--- config.mk ---
export PLATFORM = sky130hd
export DESIGN_NAME = timer0_core
export DESIGN_NICKNAME = d
export VERILOG_FILES = /design/src/tick_select.v /design/src/compare_unit.v /design/src/timer0_core.v
export VERILOG_INCLUDE_DIRS = /design/src
export SDC_FILE = /design/constraint.sdc
export NUM_CORES = 1
export LEC_CHECK = 0
export ABC_CLOCK_PERIOD_IN_PS = 4220
export BUFFER_PORTS_ARGS = -buffer_cell sky130_fd_sc_hd__buf_2
export CAP_MARGIN = 20
export CORE_AREA = 5 5 100 102
export CTS_CLUSTER_DIAMETER = 120
export DETAILED_ROUTE_END_ITERATION = 16
export DIE_AREA = 0 0 105 107
export SLEW_MARGIN = 20
export SYNTH_ARGS = -nofsm -noshare
export SYNTH_HDL_FRONTEND = slang
export SYNTH_SLANG_ARGS = --single-unit
--- constraint.sdc ---
create_clock -name clk -period 4.22 [get_ports clk]
set_clock_uncertainty 0.1 [all_clocks]
set_input_delay 0.211 -clock clk [delete_from_list [all_inputs] [get_ports clk]]
set_output_delay 0.211 -clock clk [all_outputs]
set_load 0.1 [all_outputs]
--- src/timer0_defs.vh ---
// Function
// - Counter is readable and writable by software through counter_value.
// - A counter_value write blocks compare matches on the next timer tick.
// - compare_a_value is compared with the counter; a match raises flag A and drives wave_out_a.
// - compare_b_value is compared with the counter; a match raises flag B and drives wave_out_b.
// - compare_a_flag sits at bit 1 and sets on a compare A match.
// - compare_b_flag sits at bit 2 and sets on a compare B match.
// - overflow_flag sits at bit 0 and sets on counter overflow.
// - The overflow point depends on the waveform_select mode.
// - Each flag clears when the CPU executes its interrupt vector.
// - Writing one to a flag bit clears it; writing zero leaves it.
// - Compare B request needs global enable, compare B enable and compare B flag.
// - Compare A request needs global enable, compare A enable and compare A flag.
// - Overflow request needs global enable, overflow enable and overflow flag.
// - Registers decode at data offsets, or offset minus 0x20 under I/O access.
// - counter_value sits at 0x46, alias 0x26, and resets to 0x00.
// - Flag register sits at 0x35, alias 0x15, and all flags reset to zero.
// - Each interrupt source is enabled only once software sets its enable bit.
`ifndef TIMER0_DEFS_VH
`define TIMER0_DEFS_VH

`define IO_BASE            8'h20
`define IO_LIMIT           8'h3f
`define OFF_FLAGS          8'h35
`define OFF_COUNT          8'h46
`define OFF_CMP_A          8'h47
`define OFF_CMP_B          8'h48

`define RST_FLAGS          3'h0
`define RST_COUNT          8'h00
`define RST_CMP            8'h00

`define BIT_OVF            0
`define BIT_CMP_A          1
`define BIT_CMP_B          2

`define CNT_BOTTOM         8'h00
`define CNT_MAX            8'hff

`define WGM_NORMAL         3'h0
`define WGM_PC_FF          3'h1
`define WGM_CTC            3'h2
`define WGM_FAST_FF        3'h3
`define WGM_PC_OCRA        3'h5
`define WGM_FAST_OCRA      3'h7

`define CS_STOP            3'h0
`define CS_DIV1            3'h1
`define CS_DIV8            3'h2
`define CS_DIV64           3'h3
`define CS_DIV256          3'h4
`define CS_DIV1024         3'h5
`define CS_EXT_FALL        3'h6
`define CS_EXT_RISE        3'h7

`define COM_OFF            2'h0
`define COM_TOGGLE         2'h1
`define COM_CLEAR          2'h2
`define COM_SET            2'h3

`endif

--- src/tick_select.v ---
`timescale 1ns/1ps
`default_nettype none
`include "timer0_defs.vh"

module tick_select #(
    parameter PRE_W = 10
) (
    // Clock and reset.
    input  wire       clk,
    input  wire       rst_n,
    // Source selection and external pin.
    input  wire [2:0] clock_select,
    input  wire       ext_clk_pin,
    // Timer tick.
    output reg        tick_q
);
    reg [PRE_W-1:0] pre_q;
    reg             pin_q;
    reg             tick_d;

    always @* begin
        case (clock_select)
            `CS_STOP:     tick_d = 1'b0;
            `CS_DIV1:     tick_d = 1'b1;
            `CS_DIV8:     tick_d = &pre_q[2:0];
            `CS_DIV64:    tick_d = &pre_q[5:0];
            `CS_DIV256:   tick_d = &pre_q[7:0];
            `CS_DIV1024:  tick_d = &pre_q[9:0];
            `CS_EXT_FALL: tick_d = pin_q & ~ext_clk_pin;
            `CS_EXT_RISE: tick_d = ~pin_q & ext_clk_pin;
            default:      tick_d = 1'b0;
        endcase
    end

    always @(posedge clk or negedge rst_n) begin
        if (!rst_n) begin
            pre_q  <= {PRE_W{1'b0}};
            pin_q  <= 1'b0;
            tick_q <= 1'b0;
        end else begin
            pre_q  <= pre_q + {{(PRE_W-1){1'b0}}, 1'b1};
            pin_q  <= ext_clk_pin;
            tick_q <= tick_d;
        end
    end
endmodule
`default_nettype wire

--- src/compare_unit.v ---
`timescale 1ns/1ps
`default_nettype none
`include "timer0_defs.vh"

module compare_unit #(
    parameter W = 8
) (
    // Clock and reset.
    input  wire         clk,
    input  wire         rst_n,
    // Counter state.
    input  wire [W-1:0] count,
    input  wire         tick,
    input  wire         block,
    input  wire         counting_up,
    input  wire         at_bottom,
    // Mode and compare value.
    input  wire [W-1:0] cmp_value,
    input  wire [1:0]   out_mode,
    input  wire         pwm_fast,
    input  wire         pwm_phase,
    input  wire         force_match,
    // Results.
    output wire         match,
    output reg          wave_q
);
    reg wave_d;

    assign match = tick & ~block & (count == cmp_value);

    always @* begin
        wave_d = wave_q;
        if (pwm_fast) begin
            if (out_mode[1] && match)
                wave_d = out_mode[0];
            else if (out_mode[1] && tick && at_bottom)
                wave_d = ~out_mode[0];
        end else if (pwm_phase) begin
            if (out_mode[1] && match)
                wave_d = out_mode[0] ^ ~counting_up;
        end else if (match || force_match) begin
            case (out_mode)
                `COM_TOGGLE: wave_d = ~wave_q;
                `COM_CLEAR:  wave_d = 1'b0;
                `COM_SET:    wave_d = 1'b1;
                default:     wave_d = wave_q;
            endcase
        end
    end

    always @(posedge clk or negedge rst_n) begin
        if (!rst_n)
            wave_q <= 1'b0;
        else
            wave_q <= wave_d;
    end
endmodule
`default_nettype wire

--- src/timer0_core.v ---
`timescale 1ns/1ps
`default_nettype none
`include "timer0_defs.vh"

module timer0_core #(
    parameter CNT_W = 8
) (
    // Clock and reset.
    input  wire             clk,
    input  wire             rst_n,
    // CPU register port.
    input  wire [7:0]       addr,
    input  wire             io_space,
    input  wire             wr_en,
    input  wire             rd_en,
    input  wire [7:0]       wdata,
    output reg  [7:0]       rdata_q,
    // Timer configuration from the rest of the timer.
    input  wire [2:0]       waveform_select,
    input  wire [2:0]       clock_select,
    input  wire [1:0]       out_mode_a,
    input  wire [1:0]       out_mode_b,
    input  wire             force_a,
    input  wire             force_b,
    input  wire             ext_clk_pin,
    // Interrupt enables and vector acknowledges.
    input  wire             global_irq_enable,
    input  wire             compare_a_irq_enable,
    input  wire             compare_b_irq_enable,
    input  wire             overflow_irq_enable,
    input  wire             vector_ack_a,
    input  wire             vector_ack_b,
    input  wire             vector_ack_ovf,
    // Interrupt requests and waveform pins.
    output reg              irq_compare_a_q,
    output reg              irq_compare_b_q,
    output reg              irq_overflow_q,
    output wire             wave_out_a,
    output wire             wave_out_b
);
    // Maps a CPU access to its data-space offset and tests it against one register.
    function reg_hit;
        input [7:0] a;
        input       io;
        input [7:0] off;
        begin
            if (io)
                reg_hit = (a <= `IO_LIMIT) && ((a + `IO_BASE) == off);
            else
                reg_hit = (a == off);
        end
    endfunction

    reg  [CNT_W-1:0] counter_value_q;
    reg  [CNT_W-1:0] counter_value_d;
    reg  [CNT_W-1:0] compare_a_value_q;
    reg  [CNT_W-1:0] compare_b_value_q;
    reg  [CNT_W-1:0] cmp_a_act_q;
    reg  [CNT_W-1:0] cmp_b_act_q;
    reg  [2:0]       flags_q;
    reg  [2:0]       flags_d;
    reg              up_q;
    reg              up_d;
    reg              block_q;
    reg              overflow_evt;
    reg  [CNT_W-1:0] top;
    reg  [7:0]       rdata_d;
    wire             tick;
    wire             match_a;
    wire             match_b;

    wire sel_flags = reg_hit(addr, io_space, `OFF_FLAGS);
    wire sel_count = reg_hit(addr, io_space, `OFF_COUNT);
    wire sel_cmp_a = reg_hit(addr, io_space, `OFF_CMP_A);
    wire sel_cmp_b = reg_hit(addr, io_space, `OFF_CMP_B);

    wire wr_count  = wr_en & sel_count;

    // Mode decode.
    wire mode_fast  = (waveform_select == `WGM_FAST_FF) || (waveform_select == `WGM_FAST_OCRA);
    wire mode_phase = (waveform_select == `WGM_PC_FF) || (waveform_select == `WGM_PC_OCRA);
    wire mode_ctc   = (waveform_select == `WGM_CTC);
    wire top_is_a   = mode_ctc || (waveform_select == `WGM_PC_OCRA) ||
                      (waveform_select == `WGM_FAST_OCRA);
    wire at_top     = (counter_value_q == top);
    wire at_bottom  = (counter_value_q == `CNT_BOTTOM);

    // Forcing is only honoured outside PWM modes.
    wire force_a_ok = force_a & ~mode_fast & ~mode_phase;
    wire force_b_ok = force_b & ~mode_fast & ~mode_phase;

    tick_select #(
        .PRE_W(10)
    ) u_tick (
        .clk          (clk),
        .rst_n        (rst_n),
        .clock_select (clock_select),
        .ext_clk_pin  (ext_clk_pin),
        .tick_q       (tick)
    );

    compare_unit #(
        .W(CNT_W)
    ) u_cmp_a (
        .clk         (clk),
        .rst_n       (rst_n),
        .count       (counter_value_q),
        .tick        (tick),
        .block       (block_q),
        .counting_up (up_q),
        .at_bottom   (at_top),
        .cmp_value   (cmp_a_act_q),
        .out_mode    (out_mode_a),
        .pwm_fast    (mode_fast),
        .pwm_phase   (mode_phase),
        .force_match (force_a_ok),
        .match       (match_a),
        .wave_q      (wave_out_a)
    );

    compare_unit #(
        .W(CNT_W)
    ) u_cmp_b (
        .clk         (clk),
        .rst_n       (rst_n),
        .count       (counter_value_q),
        .tick        (tick),
        .block       (block_q),
        .counting_up (up_q),
        .at_bottom   (at_top),
        .cmp_value   (cmp_b_act_q),
        .out_mode    (out_mode_b),
        .pwm_fast    (mode_fast),
        .pwm_phase   (mode_phase),
        .force_match (force_b_ok),
        .match       (match_b),
        .wave_q      (wave_out_b)
    );

    // Counter sequencing per waveform mode.
    always @* begin
        top             = top_is_a ? cmp_a_act_q : `CNT_MAX;
        counter_value_d = counter_value_q;
        up_d            = up_q;
        overflow_evt    = 1'b0;
        if (wr_count) begin
            counter_value_d = wdata[CNT_W-1:0];
        end else if (tick) begin
            if (mode_phase) begin
                if (up_q) begin
                    if (at_top) begin
                        up_d            = 1'b0;
                        counter_value_d = counter_value_q - {{(CNT_W-1){1'b0}}, 1'b1};
                    end else begin
                        counter_value_d = counter_value_q + {{(CNT_W-1){1'b0}}, 1'b1};
                    end
                end else begin
                    if (at_bottom) begin
                        up_d            = 1'b1;
                        overflow_evt    = 1'b1;
                        counter_value_d = counter_value_q + {{(CNT_W-1){1'b0}}, 1'b1};
                    end else begin
                        counter_value_d = counter_value_q - {{(CNT_W-1){1'b0}}, 1'b1};
                    end
                end
            end else if (mode_ctc) begin
                up_d = 1'b1;
                if (at_top)
                    counter_value_d = `CNT_BOTTOM;
                else
                    counter_value_d = counter_value_q + {{(CNT_W-1){1'b0}}, 1'b1};
                overflow_evt = (counter_value_q == `CNT_MAX);
            end else begin
                up_d = 1'b1;
                if (at_top) begin
                    counter_value_d = `CNT_BOTTOM;
                    overflow_evt    = 1'b1;
                end else begin
                    counter_value_d = counter_value_q + {{(CNT_W-1){1'b0}}, 1'b1};
                end
            end
        end
    end

    // Flag next state: hardware set wins over either kind of clear.
    always @* begin
        flags_d = flags_q;
        if (wr_en && sel_flags) begin
            if (wdata[`BIT_OVF])
                flags_d[`BIT_OVF] = 1'b0;
            if (wdata[`BIT_CMP_A])
                flags_d[`BIT_CMP_A] = 1'b0;
            if (wdata[`BIT_CMP_B])
                flags_d[`BIT_CMP_B] = 1'b0;
        end
        if (vector_ack_ovf)
            flags_d[`BIT_OVF] = 1'b0;
        if (vector_ack_a)
            flags_d[`BIT_CMP_A] = 1'b0;
        if (vector_ack_b)
            flags_d[`BIT_CMP_B] = 1'b0;
        if (overflow_evt)
            flags_d[`BIT_OVF] = 1'b1;
        if (match_a)
            flags_d[`BIT_CMP_A] = 1'b1;
        if (match_b)
            flags_d[`BIT_CMP_B] = 1'b1;
    end

    // Read mux; unmapped offsets read as zero.
    always @* begin
        rdata_d = 8'h00;
        if (sel_flags)
            rdata_d = {5'h00, flags_q};
        else if (sel_count)
            rdata_d = counter_value_q;
        else if (sel_cmp_a)
            rdata_d = compare_a_value_q;
        else if (sel_cmp_b)
            rdata_d = compare_b_value_q;
    end

    always @(posedge clk or negedge rst_n) begin
        if (!rst_n) begin
            counter_value_q   <= `RST_COUNT;
            compare_a_value_q <= `RST_CMP;
            compare_b_value_q <= `RST_CMP;
            cmp_a_act_q       <= `RST_CMP;
            cmp_b_act_q       <= `RST_CMP;
            flags_q           <= `RST_FLAGS;
            up_q              <= 1'b1;
            block_q           <= 1'b0;
            rdata_q           <= 8'h00;
            irq_compare_a_q   <= 1'b0;
            irq_compare_b_q   <= 1'b0;
            irq_overflow_q    <= 1'b0;
        end else begin
            counter_value_q <= counter_value_d;
            up_q            <= up_d;
            flags_q         <= flags_d;
            // A counter write masks the match on the following tick only.
            if (wr_count)
                block_q <= 1'b1;
            else if (tick)
                block_q <= 1'b0;
            if (wr_en && sel_cmp_a)
                compare_a_value_q <= wdata[CNT_W-1:0];
            if (wr_en && sel_cmp_b)
                compare_b_value_q <= wdata[CNT_W-1:0];
            // PWM modes take new compare values at TOP only.
            if (!(mode_fast || mode_phase) ||
                (tick && mode_fast && at_top) ||
                (tick && mode_phase && up_q && at_top)) begin
                cmp_a_act_q <= compare_a_value_q;
                cmp_b_act_q <= compare_b_value_q;
            end
            if (rd_en)
                rdata_q <= rdata_d;
            else
                rdata_q <= 8'h00;
            irq_compare_a_q <= global_irq_enable & compare_a_irq_enable & flags_d[`BIT_CMP_A];
            irq_compare_b_q <= global_irq_enable & compare_b_irq_enable & flags_d[`BIT_CMP_B];
            irq_overflow_q  <= global_irq_enable & overflow_irq_enable & flags_d[`BIT_OVF];
        end
    end
endmodule
`default_nettype wire

==> out/summary.md <==
The run gives 0.35 ns as the insertion delay of the later-clocked pin in the worst-skew pair. The first-pass iteration count of the detailed router was 5; the clock sink count was 70. The worst setup path is launched from a register. The wire length of the first global-routing pass was 16600 um; the clock-pin slew on the worst setup and hold paths was 0.07 ns. At the end of routability-driven placement, the weighted congestion stood at 0.867. The worst path needs 3.22 ns of the cycle, external delays included. In this run the biggest area consumer among cell types represents 43.6% of the synthesized area. For the worst flop-to-flop path, the logic depth is 7. The top flip-flop cell by instance count after synthesis is sky130_fd_sc_hd__dfrtp_1. The tools report the number of global-route vias before repair as 3189. The global router's overall resource usage came out at 18.7%.

The number of gates resized after CTS was 0. The critical path in this run is classified as register to register. For this design the static power due to leakage is 0.00214 uW. Setup repair after global routing left no endpoint under its margin. The first routing iteration left 265 violations.

The final wirelength was 10100 um. The summed negative setup slack over all endpoints was 0 ns. In the routed layout, each cell is associated on average with a via count of 5.80. The post-synthesis register bit count was 70; the Yosys warning count was 0. Final hold analysis gives a worst-case slack of 0.0153 ns. Buffers inserted during clock tree synthesis total 9. In this run the core area contains 35 standard-cell rows. Total count of max-transition violations in the final report: 0. Start of the worst register-to-register path: counter_value_q[3]. In the synthesized netlist the async set-or-reset flop fraction comes to 100%. The core region is 9020 sq um.

The kind of end point of the critical path is a register. For the worst setup path, the data required time is 4.34 ns. The setup check on the worst reg-to-reg path leaves a slack of 1.0 ns.

Once the floorplan was initialized, standard cells occupied 43.9% of the core. Horizontal extent of the die: 105 um. The cell total after placement came out at 532. Dividing the final minimum period by the clock period gives 76.3%. At the end of the flow, the number of nets in the layout was 487.

The class of the tightest hold or removal check was input port to register. The repair_antennas step left the layout with diodes totalling 0. The run gives 0.326 mV as the worst-case vdd ir drop. The number of levels in the clock H-tree is 3. In this run the worst path has a maximum fanout of 16.

The layout has 843 filler cells. The tools report the final count of negative-setup-slack endpoints as 0. The synthesized design spends more area on one cell type than any other, namely sky130_fd_sc_hd__dfrtp_1. STA puts the critical path data arrival time at 3.34 ns. The most critical setup path has its endpoint at cmp_b_act_q[3]. The share of post-route cells with drive strength above 1 is 26.9%.

After synthesis, the netlist uses 61 different library cells. In the post-synthesis netlist, the biggest area contributors are sky130_fd_sc_hd__dfrtp_1 44%, sky130_fd_sc_hd__mux2_2 6.8%, sky130_fd_sc_hd__mux2_4 3.8%. For this run, design rule violations remaining after detail routing come to 0.

Counting every net in the synthesized netlist gives 430. For this run the aggregate overflow at the end of global routing stands at 0. The fmax is 310 MHz.

The maximum buffer depth of the clock tree came out at 2. Once layout is complete, the cells apart from fillers number 553. At the pin with the least slew margin, the transition time is 0.952 ns.

The average routed wire per standard cell was 18.2 um. From synthesis to final layout, the design area changed by 15.7%. The number of buffers added on ports works out to 53. Once layout is complete, the utilization of the core stands at 50.8%.

In this run the worst setup path begins at counter_value_q[3]. In the layout the commonest cells are 69 x sky130_fd_sc_hd__dfrtp_1, 52 x sky130_fd_sc_hd__buf_2, 27 x sky130_fd_sc_hd__nand2_1. The flow ran to the end, and the final reports show no timing, DRC or antenna violations.

The count of flip-flops with a built-in enable after synthesis is 0, and the number of antenna violations at the first check in global routing is 0. TritonCTS built the clock tree. The headroom to the max-slew limit was 35.7%.

Dividing the synthesized area by the synthesized cell count gives 10.4 sq um. Entering global routing, the biggest net connects 47 pins. The run gives 0 as the post-CTS setup buffer count. The logs give 0 for the number of failing hold endpoints at the final stage and 0 for the max-cap check violation count.

The wire-length estimate of the detail-placed layout is 7430 um. The post-synthesis instance total was 381. The total number of vias is 3209, and the least setup slack across all paths after layout is 0.999 ns. The share of synthesized area occupied by flip-flops and latches was 44.2%; the post-placement setup slack was 1.07 ns.

The die covers 11200 sq um. Summing every instance area after synthesis gives 3960 sq um. Dividing total power by cell area gives a power density of 416 nW/um^2. For the boundary pin count, the log shows 54.

Once detail routing completed, the nets flagged for antenna violations numbered 0. The tree is rooted in a sky130_fd_sc_hd__clkbuf_8. End of the worst register-to-register path: cmp_b_act_q[3]. The library cell used most frequently in the layout, excluding fill and tap cells, is sky130_fd_sc_hd__dfrtp_1. In this run the vertical extent of the chip is 107 um.
## critical path, stage by stage (launching register included)
cell and delay, ns:
sky130_fd_sc_hd__dfrtp_1 0.50, sky130_fd_sc_hd__inv_1 0.15, sky130_fd_sc_hd__o2111ai_1 0.20, sky130_fd_sc_hd__o41ai_1 0.47
sky130_fd_sc_hd__and4_1 0.52, sky130_fd_sc_hd__nand2_4 0.10, sky130_fd_sc_hd__o21ai_4 0.66, sky130_fd_sc_hd__mux2_2 0.41
## through the flow
| step | cell area (sq um) | total power, uW |
|---|---|---|
| after floorplan | 3960 | 1140 |
| after global placement | 4290 | 1240 |
| after detailed placement | 4290 | 1260 |
| after CTS | 4580 | 1910 |
| after global routing | 4580 | 2010 |
| final | 4580 | 1910 |
## kinds of logic after synthesis
logic type | synth area share [%]
AO/OA/AOI/OAI | 17.0
XOR/XNOR | 5.30
adder cells (fa/ha/maj) | 2.53
buffers and inverters | 4.42
flip-flops | 44.2
multiplexers | 11.4
AND/OR/NAND/NOR | 15.2
## repair_timing
item / CTS / global route
endpoints found under the setup margin: 0 / 0
hold buffers: 6 / 0
hold endpoints to repair: 50 / 0
## per-layer routing
layer / wire [um] / vias to the layer above / part of all wire, % / global-route usage, %
li1: - / 1512 / - / -
met4: 100 / 0 / 0.99 / 3.56
met2: 4880 / 82 / 48 / 30.3
met3: 452 / 9 / 4.5 / 4.33
met5: 0 / - / 0 / 0
met1: 4620 / 1606 / 46 / 25.7
## cell usage after synthesis (7+ instances only)
cell and count:
sky130_fd_sc_hd__dfrtp_1 69, sky130_fd_sc_hd__nand2_1 27, sky130_fd_sc_hd__mux2_2 24, sky130_fd_sc_hd__nor2_1 18
sky130_fd_sc_hd__inv_1 17, sky130_fd_sc_hd__a21oi_1 15, sky130_fd_sc_hd__xnor2_1 15, sky130_fd_sc_hd__o21ai_0 14
sky130_fd_sc_hd__a22oi_1 12, sky130_fd_sc_hd__nand3_1 12, sky130_fd_sc_hd__mux2_4 10, sky130_fd_sc_hd__nor3_1 9
sky130_fd_sc_hd__xor2_1 9, sky130_fd_sc_hd__a211oi_1 8, sky130_fd_sc_hd__and3_1 8, sky130_fd_sc_hd__ha_1 8
sky130_fd_sc_hd__nand2b_1 8, sky130_fd_sc_hd__buf_2 7, sky130_fd_sc_hd__o22ai_1 7
## state kept, by name (all words and copies together), names as in the netlist
register           cells
rdata_q                8
u_tick.pre_q          10
compare_b_value_q      8
block_q                1
cmp_a_act_q            8
up_q                   1
u_cmp_a.wave_q         1
flags_q                3
irq_overflow_q         1
counter_value_q        8
u_tick.tick_q          1
irq_compare_b_q        1
irq_compare_a_q        1
u_tick.pin_q           1
cmp_b_act_q            8
u_cmp_b.wave_q         1
compare_a_value_q      8
## worst min-delay path by stage
stage | slack [ns] | endpoint | start | depth (start not counted)
6_report | 0.02 | flags_q[2] | vector_ack_b | 3
5_1_grt | 0.02 | compare_a_value_q[4] | wdata[4] | 2
3_3_place_gp | 0.25 | u_tick.pin_q | ext_clk_pin | 1
4_1_cts | 0.01 | flags_q[2] | vector_ack_b | 3
2_1_floorplan | -0.18 | block_q | rst_n | 0
3_5_place_dp | 0.26 | u_tick.pin_q | ext_clk_pin | 1
## power breakdown
| group | internal (uW) | switching [uW] | total (uW) |
|---|---|---|---|
| sequential | 720 | 97.2 | 817 |
| combinational | 166 | 271 | 437 |
| clock | 389 | 262 | 652 |
## layout make-up
class	count	area (sq um)	area share [%]
clock buffer	9	124	2.70
clock inverter	6	111	2.43
inverter	19	71.3	1.56
multi-input combinational	276	2040	44.4
sequential	70	1750	38.2
tap	111	139	3.03
timing repair buffer	62	350	7.64
Power figures use the tool's default switching activity.
